<file path="config.mk">
export PLATFORM = sky130hd
export DESIGN_NAME = timer_buffer_valid_event_ctrl
export DESIGN_NICKNAME = d
export VERILOG_FILES = /design/src/shared/timer_bv_pkg.sv /design/src/shared/count_link_if.sv /design/src/hdl/timer_buffer_valid_event_ctrl.sv /design/src/hdl/event_counter.sv
export SDC_FILE = /design/constraint.sdc
export NUM_CORES = 1
export LEC_CHECK = 0
export ABC_AREA = 1
export BUFFER_PORTS_ARGS = -buffer_cell sky130_fd_sc_hd__buf_4
export CELL_PAD_IN_SITES_DETAIL_PLACEMENT = 1
export CELL_PAD_IN_SITES_GLOBAL_PLACEMENT = 1
export CORE_MARGIN = 1.5
export CORE_UTILIZATION = 37
export CTS_CLUSTER_SIZE = 16
export DETAILED_ROUTE_END_ITERATION = 12
export PLACE_DENSITY_LB_ADDON = 0.1
export SLEW_MARGIN = 5
export SYNTH_ARGS = -nofsm -noshare
export SYNTH_HDL_FRONTEND = slang
export SYNTH_HIERARCHICAL = 1
export SYNTH_SLANG_ARGS = --single-unit
</file>
<file path="constraint.sdc">
create_clock -name aclk -period 2.2 [get_ports aclk]
set_input_delay 0.11 -clock aclk [delete_from_list [all_inputs] [get_ports aclk]]
set_output_delay 0.11 -clock aclk [all_outputs]
set_load 0.01 [all_outputs]
</file>
<file path="src/shared/timer_bv_pkg.sv">
package timer_bv_pkg;

    // Bus geometry: each register index maps to byte address index * 4
    localparam int ADDR_W = 8;
    localparam int DATA_W = 32;
    localparam int IDX_W = 6;
    localparam int IDX_LSB = 2;

    // Register indices
    localparam logic [IDX_W-1:0] IDX_BUF_VALID_CLEAR = 6'h06;
    localparam logic [IDX_W-1:0] IDX_BUF_VALID_SET = 6'h07;
    localparam logic [IDX_W-1:0] IDX_EVENT_CONTROL = 6'h09;
    localparam logic [IDX_W-1:0] IDX_LOCK_CONTROL = 6'h0b;
    localparam logic [IDX_W-1:0] IDX_COUNT_VALUE = 6'h0c;

    // Buffer-valid flag layout
    localparam int NUM_FLAGS = 4;
    localparam int NUM_CMP = 3;
    localparam int PER_BV_BIT = 0;
    localparam int CMP0_BV_BIT = 1;
    localparam int CMP1_BV_BIT = 2;
    localparam int CMP2_BV_BIT = 3;
    localparam logic [NUM_FLAGS-1:0] FLAGS_RESET = 4'h0;

    // Event control layout
    localparam int EVENT_ACTION_LSB = 1;
    localparam int EVENT_ACTION_MSB = 3;
    localparam logic [7:0] EVENT_CONTROL_RESET = 8'h00;

    // Lock control layout
    localparam int AUTO_LOCK_BIT = 0;
    localparam int CMP_EN_LSB = 1;
    localparam int CMP_EN_MSB = 3;
    localparam int LOCK_STATUS_BIT = 4;
    localparam logic [NUM_CMP-1:0] CMP_EN_RESET = 3'h0;

    // Count readout layout
    localparam int COUNT_W = 16;
    localparam int DIR_BIT = 16;
    localparam logic [COUNT_W-1:0] COUNT_RESET = 16'h0000;

    // AXI responses
    localparam logic [1:0] RESP_OKAY = 2'h0;
    localparam logic [1:0] RESP_SLVERR = 2'h2;

    typedef enum logic [2:0] {
        count_rising_edge = 3'b000,
        count_both_edges = 3'b001,
        count_while_high = 3'b010,
        count_direction_by_event = 3'b011
    } event_action_t;

endpackage

</file>
<file path="src/shared/count_link_if.sv">
`timescale 1ns/1ns
interface count_link_if;
    logic [2:0] event_action;
    logic event_level;
    logic prescale_tick;
    logic [timer_bv_pkg::COUNT_W-1:0] count;
    logic count_dir;

    modport ctrl (
        output event_action,
        output event_level,
        output prescale_tick,
        input count,
        input count_dir
    );

    modport counter (
        input event_action,
        input event_level,
        input prescale_tick,
        output count,
        output count_dir
    );
endinterface

</file>
<file path="src/hdl/timer_buffer_valid_event_ctrl.sv">
`timescale 1ns/1ns
module timer_buffer_valid_event_ctrl (
    // Clock and reset
    input wire logic aclk,
    input wire logic aresetn,
    // AXI4-Lite write address
    input wire logic [timer_bv_pkg::ADDR_W-1:0] s_axi_awaddr,
    input wire logic [2:0] s_axi_awprot,
    input wire logic s_axi_awvalid,
    output logic s_axi_awready,
    // AXI4-Lite write data
    input wire logic [timer_bv_pkg::DATA_W-1:0] s_axi_wdata,
    input wire logic [3:0] s_axi_wstrb,
    input wire logic s_axi_wvalid,
    output logic s_axi_wready,
    // AXI4-Lite write response
    output logic [1:0] s_axi_bresp,
    output logic s_axi_bvalid,
    input wire logic s_axi_bready,
    // AXI4-Lite read address
    input wire logic [timer_bv_pkg::ADDR_W-1:0] s_axi_araddr,
    input wire logic [2:0] s_axi_arprot,
    input wire logic s_axi_arvalid,
    output logic s_axi_arready,
    // AXI4-Lite read data
    output logic [timer_bv_pkg::DATA_W-1:0] s_axi_rdata,
    output logic [1:0] s_axi_rresp,
    output logic s_axi_rvalid,
    input wire logic s_axi_rready,
    // Timer core strobes
    input wire logic update,
    input wire logic [timer_bv_pkg::NUM_CMP-1:0] compare_buffer_write,
    input wire logic period_buffer_write,
    input wire logic prescale_tick,
    // Event input from outside the clock domain
    input wire logic event_in,
    // Status towards the timer core
    output logic [timer_bv_pkg::NUM_FLAGS-1:0] buf_valid_flags,
    output logic lock_update,
    output logic [timer_bv_pkg::COUNT_W-1:0] count_value,
    output logic count_dir
);

    // Write channel holding registers
    logic aw_held_q;
    logic [timer_bv_pkg::ADDR_W-1:0] aw_addr_q;
    logic w_held_q;
    logic [timer_bv_pkg::DATA_W-1:0] w_data_q;
    logic [3:0] w_strb_q;
    logic bvalid_q;
    logic [1:0] bresp_q;

    // Read channel registers
    logic rvalid_q;
    logic [timer_bv_pkg::DATA_W-1:0] rdata_q;
    logic [1:0] rresp_q;

    // Register state
    logic [timer_bv_pkg::NUM_FLAGS-1:0] flags_q;
    logic [timer_bv_pkg::NUM_FLAGS-1:0] flags_d;
    logic [2:0] event_action_q;
    logic auto_lock_q;
    logic auto_lock_prev_q;
    logic [timer_bv_pkg::NUM_CMP-1:0] cmp_enable_q;
    logic lock_q;

    // Event synchroniser
    logic event_meta_q;
    logic event_sync_q;

    // Decoded write effects
    logic aw_take;
    logic w_take;
    logic wr_fire;
    logic ar_take;
    logic [timer_bv_pkg::IDX_W-1:0] wr_idx;
    logic [timer_bv_pkg::IDX_W-1:0] rd_idx;
    logic wr_low_lane;
    logic wr_mapped;
    logic rd_mapped;
    logic clr_wr;
    logic set_wr;
    logic event_control_wr;
    logic lockctl_wr;
    logic [timer_bv_pkg::NUM_FLAGS-1:0] sw_clear_mask;
    logic [timer_bv_pkg::NUM_FLAGS-1:0] sw_set_mask;
    logic [timer_bv_pkg::NUM_FLAGS-1:0] hw_set_mask;
    logic [timer_bv_pkg::NUM_FLAGS-1:0] update_clear_mask;
    logic all_enabled_valid;
    logic [timer_bv_pkg::NUM_CMP-1:0] cmp_flags;

    count_link_if link ();

    // Address decode
    assign wr_idx = aw_addr_q[timer_bv_pkg::ADDR_W-1:timer_bv_pkg::IDX_LSB];
    assign rd_idx = s_axi_araddr[timer_bv_pkg::ADDR_W-1:timer_bv_pkg::IDX_LSB];

    function automatic logic is_mapped(input logic [timer_bv_pkg::IDX_W-1:0] idx);
        is_mapped = (idx == timer_bv_pkg::IDX_BUF_VALID_CLEAR)
            || (idx == timer_bv_pkg::IDX_BUF_VALID_SET)
            || (idx == timer_bv_pkg::IDX_EVENT_CONTROL)
            || (idx == timer_bv_pkg::IDX_LOCK_CONTROL)
            || (idx == timer_bv_pkg::IDX_COUNT_VALUE);
    endfunction

    assign wr_mapped = is_mapped(wr_idx);
    assign rd_mapped = is_mapped(rd_idx);

    // Write channel: address and data taken in either order
    assign s_axi_awready = !aw_held_q && !bvalid_q;
    assign s_axi_wready = !w_held_q && !bvalid_q;
    assign aw_take = s_axi_awvalid && s_axi_awready;
    assign w_take = s_axi_wvalid && s_axi_wready;
    assign wr_fire = aw_held_q && w_held_q && !bvalid_q;

    always_ff @(posedge aclk) begin
        if (!aresetn) begin
            aw_held_q <= 1'b0;
            aw_addr_q <= '0;
        end else if (aw_take) begin
            aw_held_q <= 1'b1;
            aw_addr_q <= s_axi_awaddr;
        end else if (wr_fire) begin
            aw_held_q <= 1'b0;
        end
    end

    always_ff @(posedge aclk) begin
        if (!aresetn) begin
            w_held_q <= 1'b0;
            w_data_q <= '0;
            w_strb_q <= 4'h0;
        end else if (w_take) begin
            w_held_q <= 1'b1;
            w_data_q <= s_axi_wdata;
            w_strb_q <= s_axi_wstrb;
        end else if (wr_fire) begin
            w_held_q <= 1'b0;
        end
    end

    always_ff @(posedge aclk) begin
        if (!aresetn) begin
            bvalid_q <= 1'b0;
            bresp_q <= timer_bv_pkg::RESP_OKAY;
        end else if (wr_fire) begin
            bvalid_q <= 1'b1;
            bresp_q <= wr_mapped ? timer_bv_pkg::RESP_OKAY : timer_bv_pkg::RESP_SLVERR;
        end else if (s_axi_bready) begin
            bvalid_q <= 1'b0;
        end
    end

    assign s_axi_bvalid = bvalid_q;
    assign s_axi_bresp = bresp_q;

    // Register writes only act on the low byte lane
    assign wr_low_lane = wr_fire && w_strb_q[0];
    assign clr_wr = wr_low_lane && (wr_idx == timer_bv_pkg::IDX_BUF_VALID_CLEAR);
    assign set_wr = wr_low_lane && (wr_idx == timer_bv_pkg::IDX_BUF_VALID_SET);
    assign event_control_wr = wr_low_lane && (wr_idx == timer_bv_pkg::IDX_EVENT_CONTROL);
    assign lockctl_wr = wr_low_lane && (wr_idx == timer_bv_pkg::IDX_LOCK_CONTROL);

    assign sw_clear_mask = clr_wr ? w_data_q[timer_bv_pkg::NUM_FLAGS-1:0] : '0;
    assign sw_set_mask = set_wr ? w_data_q[timer_bv_pkg::NUM_FLAGS-1:0] : '0;

    // Hardware set sources placed on the flag layout
    always_comb begin
        hw_set_mask = '0;
        hw_set_mask[timer_bv_pkg::PER_BV_BIT] = period_buffer_write;
        hw_set_mask[timer_bv_pkg::CMP0_BV_BIT] = compare_buffer_write[0];
        hw_set_mask[timer_bv_pkg::CMP1_BV_BIT] = compare_buffer_write[1];
        hw_set_mask[timer_bv_pkg::CMP2_BV_BIT] = compare_buffer_write[2];
    end

    assign update_clear_mask = update ? '1 : '0;

    // Sets are applied last so a coinciding write or set beats any clear
    assign flags_d = (flags_q & ~sw_clear_mask & ~update_clear_mask)
        | sw_set_mask | hw_set_mask;

    always_ff @(posedge aclk) begin
        if (!aresetn) begin
            flags_q <= timer_bv_pkg::FLAGS_RESET;
        end else begin
            flags_q <= flags_d;
        end
    end

    always_ff @(posedge aclk) begin
        if (!aresetn) begin
            event_action_q <= timer_bv_pkg::EVENT_CONTROL_RESET[timer_bv_pkg::EVENT_ACTION_MSB:timer_bv_pkg::EVENT_ACTION_LSB];
        end else if (event_control_wr) begin
            event_action_q <= w_data_q[timer_bv_pkg::EVENT_ACTION_MSB:timer_bv_pkg::EVENT_ACTION_LSB];
        end
    end

    always_ff @(posedge aclk) begin
        if (!aresetn) begin
            auto_lock_q <= 1'b0;
            cmp_enable_q <= timer_bv_pkg::CMP_EN_RESET;
        end else if (lockctl_wr) begin
            auto_lock_q <= w_data_q[timer_bv_pkg::AUTO_LOCK_BIT];
            cmp_enable_q <= w_data_q[timer_bv_pkg::CMP_EN_MSB:timer_bv_pkg::CMP_EN_LSB];
        end
    end

    // Auto lock: armed on enable and on each UPDATE, released once all enabled buffers are valid
    assign cmp_flags = flags_q[timer_bv_pkg::CMP2_BV_BIT:timer_bv_pkg::CMP0_BV_BIT];
    assign all_enabled_valid = &(cmp_flags | ~cmp_enable_q);

    always_ff @(posedge aclk) begin
        if (!aresetn) begin
            auto_lock_prev_q <= 1'b0;
            lock_q <= 1'b0;
        end else begin
            auto_lock_prev_q <= auto_lock_q;
            if (!auto_lock_q) begin
                lock_q <= 1'b0;
            end else if (update || !auto_lock_prev_q) begin
                lock_q <= 1'b1;
            end else if (all_enabled_valid) begin
                lock_q <= 1'b0;
            end
        end
    end

    // Read channel
    assign s_axi_arready = !rvalid_q;
    assign ar_take = s_axi_arvalid && s_axi_arready;

    function automatic logic [timer_bv_pkg::DATA_W-1:0] read_word(
        input logic [timer_bv_pkg::IDX_W-1:0] idx
    );
        logic [timer_bv_pkg::DATA_W-1:0] w;
        w = '0;
        case (idx)
            timer_bv_pkg::IDX_BUF_VALID_CLEAR,
            timer_bv_pkg::IDX_BUF_VALID_SET: begin
                w[timer_bv_pkg::NUM_FLAGS-1:0] = flags_q;
            end
            timer_bv_pkg::IDX_EVENT_CONTROL: begin
                w[timer_bv_pkg::EVENT_ACTION_MSB:timer_bv_pkg::EVENT_ACTION_LSB] = event_action_q;
            end
            timer_bv_pkg::IDX_LOCK_CONTROL: begin
                w[timer_bv_pkg::AUTO_LOCK_BIT] = auto_lock_q;
                w[timer_bv_pkg::CMP_EN_MSB:timer_bv_pkg::CMP_EN_LSB] = cmp_enable_q;
                w[timer_bv_pkg::LOCK_STATUS_BIT] = lock_q;
            end
            timer_bv_pkg::IDX_COUNT_VALUE: begin
                w[timer_bv_pkg::COUNT_W-1:0] = link.count;
                w[timer_bv_pkg::DIR_BIT] = link.count_dir;
            end
            default: begin
                w = '0;
            end
        endcase
        read_word = w;
    endfunction

    always_ff @(posedge aclk) begin
        if (!aresetn) begin
            rvalid_q <= 1'b0;
            rdata_q <= '0;
            rresp_q <= timer_bv_pkg::RESP_OKAY;
        end else if (ar_take) begin
            rvalid_q <= 1'b1;
            rdata_q <= read_word(rd_idx);
            rresp_q <= rd_mapped ? timer_bv_pkg::RESP_OKAY : timer_bv_pkg::RESP_SLVERR;
        end else if (s_axi_rready) begin
            rvalid_q <= 1'b0;
        end
    end

    assign s_axi_rvalid = rvalid_q;
    assign s_axi_rdata = rdata_q;
    assign s_axi_rresp = rresp_q;

    // Two-stage synchroniser for the event input
    always_ff @(posedge aclk) begin
        if (!aresetn) begin
            event_meta_q <= 1'b0;
            event_sync_q <= 1'b0;
        end else begin
            event_meta_q <= event_in;
            event_sync_q <= event_meta_q;
        end
    end

    assign link.event_action = event_action_q;
    assign link.event_level = event_sync_q;
    assign link.prescale_tick = prescale_tick;

    event_counter u_counter (
        .aclk(aclk),
        .aresetn(aresetn),
        .link(link)
    );

    assign buf_valid_flags = flags_q;
    assign lock_update = lock_q;
    assign count_value = link.count;
    assign count_dir = link.count_dir;

endmodule

</file>
<file path="src/hdl/event_counter.sv">
`timescale 1ns/1ns
module event_counter (
    // Clock and reset
    input wire logic aclk,
    input wire logic aresetn,
    // Control link
    count_link_if.counter link
);

    logic level_prev_q;
    logic [timer_bv_pkg::COUNT_W-1:0] count_q;
    logic [timer_bv_pkg::COUNT_W-1:0] count_d;
    logic dir_q;
    logic dir_d;
    logic rise;
    logic fall;

    assign rise = link.event_level && !level_prev_q;
    assign fall = !link.event_level && level_prev_q;

    always_ff @(posedge aclk) begin
        if (!aresetn) begin
            level_prev_q <= 1'b0;
        end else begin
            level_prev_q <= link.event_level;
        end
    end

    always_comb begin
        count_d = count_q;
        dir_d = dir_q;
        case (link.event_action)
            timer_bv_pkg::count_rising_edge: begin
                if (rise) begin
                    count_d = count_q + 16'h0001;
                end
            end
            timer_bv_pkg::count_both_edges: begin
                if (rise || fall) begin
                    count_d = count_q + 16'h0001;
                end
            end
            timer_bv_pkg::count_while_high: begin
                if (link.prescale_tick && link.event_level) begin
                    count_d = count_q + 16'h0001;
                end
            end
            timer_bv_pkg::count_direction_by_event: begin
                if (link.prescale_tick) begin
                    dir_d = link.event_level;
                    if (link.event_level) begin
                        count_d = count_q - 16'h0001;
                    end else begin
                        count_d = count_q + 16'h0001;
                    end
                end
            end
            default: begin
                count_d = count_q;
            end
        endcase
    end

    always_ff @(posedge aclk) begin
        if (!aresetn) begin
            count_q <= timer_bv_pkg::COUNT_RESET;
            dir_q <= 1'b0;
        end else begin
            count_q <= count_d;
            dir_q <= dir_d;
        end
    end

    assign link.count = count_q;
    assign link.count_dir = dir_q;

endmodule

</file>
# [Word level (Yosys, flattened, before mapping)]
# Index checks and enable logic that the tools add are counted.
[totals] reg_bits=71 latchBits=0 ramBits=0 rom_bits=0 inputBits=72 out_inout_bits=63 wordCells=116 n_memories=0
[op_classes] add_sub_neg=2 multipliers=0 div=0 magnitude_cmp=0 n_eq_ne=17 n_shift=0 muxes=24 bitwise=8 n_reduce_logical=44
[op_table] op="two-way mux 16 bit" count=5
[op_table] op="case mux 16 bit (4 select lines)" count=1
[op_table] op="equality test 6 x 4 -> 1 bit, second input constant" count=6
[op_table] op="equality test 6 x 3 -> 1 bit, second input constant" count=4
[op_table] op="adder 16 x 1 -> 16 bit, second input constant" count=1
[op_table] op="subtractor 16 x 1 -> 16 bit, second input constant" count=1
[op_table] op="logical AND 1 bit" count=15
[op_table] op="two-way mux 12 bit" count=1
[op_table] op="two-way mux 4 bit" count=3
[op_table] op="case mux 3 bit (4 select lines)" count=1
[op_table] op="logical OR 1 bit" count=10
[op_table] op="nonzero test 2 bit" count=5
[op_table] op="two-way mux 1 bit" count=9
[op_table] op="bitwise AND 4 bit" count=2
[op_table] op="NOT 4 bit" count=2
[op_table] op="bitwise OR 4 bit" count=2
[op_table] op="zero test 1 bit" count=7
[op_table] op="equality test 3 x 2 -> 1 bit, second input constant" count=2
[op_table] op="inequality test 2 x 1 -> 1 bit, second input constant" count=3
[op_table] op="AND reduction 5 bit" count=1
[op_table] op="two-way mux 2 bit" count=2
[op_table] op="AND reduction 2 bit" count=2
[op_table] op="nonzero test 4 bit" count=1
[op_table] op="equality test 3 x 1 -> 1 bit, second input constant" count=1
[op_table] op="other kinds (8)" count=8

# [Longest topological paths before layout]
[logic_depth] ltp_word=10 ltp_mapped=12 ltp_nobuf=12

# [By module]
# Netlist, hierarchy kept.
[modules_own_cells] mod="timer_buffer_valid_event_ctrl" instances=1 cells_per_inst=307 area_each_um2=2288.4 seq_area_each_um2=980.9
[modules_own_cells] mod="event_counter" instances=1 cells_per_inst=282 area_each_um2=1591.5 seq_area_each_um2=360.3

# [Worst setup path before layout]
# No wires, ideal clock.
[synth_timing] path_type="register to register" startpoint="register u_counter.count_q, in the netlist u_counter/link.count[1]" endpoint="register u_counter.count_q, in the netlist u_counter/link.count[14]" setup_time_ns=0.109 arrival_time_ns=1.292 required_time_ns=2.091 path_slack_ns=0.799 stages_incl_launch_ff=11 path_buffers=0 period_less_slack_ns=1.401 cell_sequence="dfxtp_1 -> ha_1 -> nand3_1 -> nor2_4 -> nand3_1 -> nand2_1 -> nand2_1 -> nand2_1 -> nand3_1 -> nand2_1 -> inv_1"
[synth_between] elab_chain_len=4 elab_cells_between_ends=8 cone_classes="2 x add/sub; 6 x mux"
[synth_rtl] element="start, declared" line="event_counter.sv:11" text="logic [timer_bv_pkg::COUNT_W-1:0] count_q;"
[synth_rtl] element="start signal, assigned" line="event_counter.sv:66" text="count_q <= timer_bv_pkg::COUNT_RESET;"
[synth_rtl] element="start signal, assigned" line="event_counter.sv:69" text="count_q <= count_d;"
[synth_rtl] element="adder 16 x 1 -> 16 bit / subtractor 16 x 1 -> 16 bit (equally long branches)"
[synth_rtl] element="two-way mux 16 bit" line="event_counter.sv:51" text="if (link.event_level) begin"
[synth_rtl] element="two-way mux 16 bit" line="event_counter.sv:49" text="if (link.prescale_tick) begin"
[synth_rtl] element="case mux 16 bit (4 select lines) (*)" line="event_counter.sv:32" text="case (link.event_action)"
# Every way passes the cells marked *; elsewhere a longest branch is shown, timed or not. The select of a mux whose other input is x is not followed.
# A chain may end at the register's enable or synchronous reset.

# [Worst setup path in the final report]
[layout_timing] startpoint="register event_sync_q" endpoint="register u_counter.count_q, in the netlist u_counter/link.count[2]"
[layout_between] elab_chain_len=5 elab_cells_between_ends=12 cone_classes="3 x eq/ne; 3 x mux; 6 x reduce/logical"
[layout_rtl] element="start, declared" line="timer_buffer_valid_event_ctrl.sv:69" text="logic event_sync_q;"
[layout_rtl] element="start signal, assigned" line="timer_buffer_valid_event_ctrl.sv:286" text="event_sync_q <= event_meta_q;"
[layout_rtl] element="zero test 1 bit" line="event_counter.sv:19" text="assign fall = !link.event_level && level_prev_q;"
[layout_rtl] element="logical AND 1 bit" line="event_counter.sv:19"
[layout_rtl] element="logical OR 1 bit" line="event_counter.sv:39" text="if (rise || fall) begin"
[layout_rtl] element="inequality test 2 x 1 -> 1 bit (no line)"
[layout_rtl] element="AND reduction 5 bit (no line)"
# Several ways; a longest one is shown, not always the timed one. The select of a mux whose other input is x is not followed.

==> impl_results.html <==
<table>
<tr><th>Metric</th><th>Value</th></tr>
<tr><th colspan="2">Setup path</th></tr>
<tr><td>Category of the worst setup path capture point</td><td>flop</td></tr>
<tr><td>Standard cell with the maximum stage delay on the critical path</td><td>dfxtp_1</td></tr>
<tr><td>Largest incremental delay on the critical path</td><td>410 ps</td></tr>
<tr><td>Launch instance of the worst register-to-register path</td><td>event_sync_q</td></tr>
<tr><td>List of cells traversed by the critical path</td><td>ha_1, nand2_1, nand2_1, nand2_1, nand3_1, nand2_2, inv_2, nor2_1, nand2_1, nand2_1, nor2_1</td></tr>
<tr><td>Type of the setup path with the least slack</td><td>reg -&gt; reg</td></tr>
<tr><td>Crit. Startpoint</td><td>event_sync_q</td></tr>
<tr><td>Worst reg2reg setup slack</td><td>390 ps</td></tr>
<tr><td>Startpoint kind of the worst setup timing path</td><td>flop</td></tr>
<tr><td>Req. time, crit path</td><td>2450 ps</td></tr>
<tr><td>CP Max Fanout</td><td>16</td></tr>
<tr><td>Critical Path Most Common Cell</td><td>nand2_1</td></tr>
<tr><td>CP arrival</td><td>2060 ps</td></tr>
<tr><th colspan="2">STA</th></tr>
<tr><td>Final worst clock skew</td><td>10.9 ps</td></tr>
<tr><td>Final critical path time including I/O delays and setup</td><td>1810 ps</td></tr>
<tr><td>Number of setup violations in the final report</td><td>0</td></tr>
<tr><td>Final-report hold violation count</td><td>0</td></tr>
<tr><td>Count of pins over their slew limit</td><td>0</td></tr>
<tr><td>Setup repair after global routing missed its margin</td><td>no</td></tr>
<tr><td>Portion of the clock cycle consumed by the worst path in the final layout</td><td>0.824</td></tr>
<tr><td>Summed negative setup slack over all endpoints</td><td>0 ps</td></tr>
<tr><td>Achievable Freq</td><td>0.552 GHz</td></tr>
<tr><th colspan="2">Synth</th></tr>
<tr><td>Instance count of the mapped netlist</td><td>589</td></tr>
<tr><td>Number of enable-type register cells in the synthesized netlist</td><td>0</td></tr>
<tr><td>Area of the mapped netlist</td><td>0.00388 sq mm</td></tr>
<tr><td>Fraction of registers with async set/reset</td><td>0</td></tr>
<tr><td>Synth cell types</td><td>38</td></tr>
<tr><td>Flops &amp; latches, synth</td><td>67</td></tr>
<tr><td>Primary flip-flop cell chosen by synthesis mapping</td><td>dfxtp_1</td></tr>
<tr><td>Mean Syn Cell Area</td><td>6.59 sq um</td></tr>
<tr><td>Seq/Total Area, Yosys</td><td>0.346</td></tr>
<tr><td>Yosys Warn Count</td><td>6</td></tr>
<tr><th colspan="2">Final layout</th></tr>
<tr><td>Antenna diode instance count</td><td>0</td></tr>
<tr><td>Count of placed standard cells in the final layout, fillers left out</td><td>803</td></tr>
<tr><td>Layout Nets</td><td>737</td></tr>
<tr><td>Synth-to-Final Area Change</td><td>20.5%</td></tr>
<tr><td>Proportion of layout cells with a drive suffix above 1</td><td>0.204</td></tr>
<tr><td>Fraction of the core area covered by cells at the end of the flow</td><td>0.457</td></tr>
<tr><td>Fin area</td><td>0.00468 sq mm</td></tr>
<tr><th colspan="2">Drt</th></tr>
<tr><td>Vias per std cell</td><td>4.99</td></tr>
<tr><td>DRC marker count from the first detailed-route iteration</td><td>166</td></tr>
<tr><td>Average routed wire per standard cell</td><td>14.6 um</td></tr>
<tr><td>Number of vias in the routed layout</td><td>4007</td></tr>
<tr><td>Final antenna-violating net count</td><td>0</td></tr>
<tr><td>Total Routed Length</td><td>11800 um</td></tr>
<tr><td>Number of design rule violations left after detail routing</td><td>0</td></tr>
<tr><td>TritonRoute pass-1 iters</td><td>4</td></tr>
<tr><th colspan="2">Power and ir drop</th></tr>
<tr><td>Static power due to leakage</td><td>0.00215 uW</td></tr>
<tr><td>Total power draw</td><td>2690 uW</td></tr>
<tr><td>Cell area power density</td><td>574 mW/mm^2</td></tr>
<tr><td>Max VDD drop</td><td>0.303 mV</td></tr>
<tr><th colspan="2">Global route</th></tr>
<tr><td>Wire length of the first global-routing pass</td><td>19300 um</td></tr>
<tr><td>Largest net degree at the start of global routing</td><td>53</td></tr>
<tr><td>Number of antenna violations at the first check in global routing</td><td>0</td></tr>
<tr><td>Total congestion overflow</td><td>0</td></tr>
<tr><td>Via count of the first global-routing pass</td><td>3999</td></tr>
<tr><td>Total track usage</td><td>0.216</td></tr>
<tr><th colspan="2">CTS</th></tr>
<tr><td>CTS sink cnt</td><td>67</td></tr>
<tr><td>Cells resized by post-CTS repair</td><td>0</td></tr>
<tr><td>Maximum level of the CTS H-tree</td><td>3</td></tr>
<tr><td>Skew-Pair Late Insertion Delay</td><td>350 ps</td></tr>
<tr><td>Root Buffer Master</td><td>clkbuf_8</td></tr>
<tr><td>Clock tree from TritonCTS</td><td>built</td></tr>
<tr><td>Maximum count of clock buffers along a single path</td><td>2</td></tr>
<tr><td>CTS Buf Count</td><td>9</td></tr>
<tr><td>Clock slew at the register clock pins of the worst setup and hold paths</td><td>90 ps</td></tr>
<tr><th colspan="2">Min path</th></tr>
<tr><td>Hold path startpoint</td><td>s_axi_awaddr[5]</td></tr>
<tr><td>Path class of the lowest-slack min-delay path</td><td>in -&gt; reg</td></tr>
<tr><th colspan="2">Floorplanning</th></tr>
<tr><td>Initial core utilization</td><td>0.379</td></tr>
<tr><td>Die span in y</td><td>105 um</td></tr>
<tr><td>Die footprint</td><td>0.0111 sq mm</td></tr>
<tr><td>Number of placement rows</td><td>37</td></tr>
<tr><td>Top Ports</td><td>135</td></tr>
<tr><td>Core ar.</td><td>0.0102 sq mm</td></tr>
<tr><td>Floorplan die width</td><td>105 um</td></tr>
<tr><th colspan="2">Run</th></tr>
<tr><td>Count of max-cap constraint violations</td><td>0</td></tr>
<tr><th colspan="2">Placed design</th></tr>
<tr><td>Routability-driven placement congestion ratio</td><td>0.845</td></tr>
<tr><td>DP Wirelength</td><td>8760 um</td></tr>
<tr><td>Placed cell area</td><td>0.00449 sq mm</td></tr>
<tr><td>Cell total after placement</td><td>786</td></tr>
<tr><td>Number of buffers inserted by port buffering</td><td>76</td></tr>
<tr><th colspan="2">Status</th></tr>
<tr><td>Result of the run</td><td>finished clean</td></tr>
</table>
-- cells in the mapped netlist, drive strengths merged (2+ instances only) --
library cell,n,area (sq um)
nand2,118,460
inv,81,307
nor2,78,370
dfxtp,67,1340
nand3,64,343
a21oi,54,285
o21ai,51,259
buf,31,210
nand4,16,100
clkbuf,5,18.8
nor3,4,25.0
o21bai,4,30.0
ha,3,37.5
clkinv,2,8.75
o211ai,2,15.0
-- stage by stage --
stage	hold slack, ps	setup WS, ps
after global routing	47.9	180
after floorplan	208	799
after global placement	296	437
after CTS	29.9	371
after detailed placement	303	373
final	36.5	387
-- flip-flops by register name, indices dropped and copies added, names as in the netlist --
signal                    cells
s_axi_rdata                  17
u_counter/link.count         16
aw_addr_q                     6
buf_valid_flags               4
w_data_q                      4
cmp_enable_q                  3
event_action_q                3
auto_lock_prev_q              1
auto_lock_q                   1
aw_held_q                     1
event_meta_q                  1
event_sync_q                  1
lock_update                   1
s_axi_bresp                   1
s_axi_bvalid                  1
s_axi_rresp                   1
s_axi_rvalid                  1
u_counter/level_prev_q        1
u_counter/link.count_dir      1
w_held_q                      1
w_strb_q                      1
-- per-layer routing --
layer  GRT usage  routed length, um  vias up  share of wire
li1            -                  -     2016              -
met1       0.280               5520     1906           0.47
met2       0.376               5760       77           0.49
met3      0.0297                397        8          0.034
met4      0.0597                 85        0         0.0072
met5           0                  0        -              0
-- logic make-up (layout without fill, tap and decap cells) --
logic type      Yosys count  in the layout  synth area share
simple gates            282            282             0.338
buf+inv                 119            181             0.140
compound gates          116            116             0.163
flops                    67             67             0.346
fa+ha+maj                 3              3           0.00968
other cells               1             17          0.000967
xor+xnor                  1              1           0.00226
-- area by class of cell --
| class | count | area [sq um] |
|---|---|---|
| multi-input combinational | 419 | 2050 |
| clock inverter | 7 | 52.6 |
| tap | 136 | 170 |
| inverter | 83 | 315 |
| timing repair buffer | 82 | 618 |
| fill | 1401 | 5560 |
| clock buffer | 9 | 124 |
| sequential | 67 | 1340 |
-- report_power, final --
group	internal, uW	switching (uW)	total, uW
logic	162	252	414
clock network	415	540	955
registers	1270	46.6	1320
total	1850	839	2690
-- cells in the final DEF, fill, tap and decap left out, types with 9 or more instances in the layout --
cell	n
a21oi_1	50
buf_4	81
clkbuf_8	9
conb_1	17
dfxtp_1	67
inv_1	73
nand2_1	111
nand3_1	61
nand4_1	16
nor2_1	66
o21ai_0	38
o21ai_1	12
-- worst paths after layout --
path / depth (start not counted) / endpoint
max: 11 / u_counter/link.count[2]
min: 3 / aw_addr_q[5]
max reg2reg: 11 / u_counter/link.count[2]
min reg2reg: 2 / event_sync_q
-- worst max-delay path: cells and delay by family (launching register included) --
kind | cells | cell delay (ps)
adder cells (fa/ha/maj) | 1 | 260
buffers and inverters | 1 | 160
flip-flops | 1 | 410
AND/OR/NAND/NOR | 9 | 880
-- repair_timing --
item,in CTS,in global routing
setup buffers,0,0
hold buffers,1,0
endpoints found under the hold margin,1,0
(Power assumes the default switching activity.)
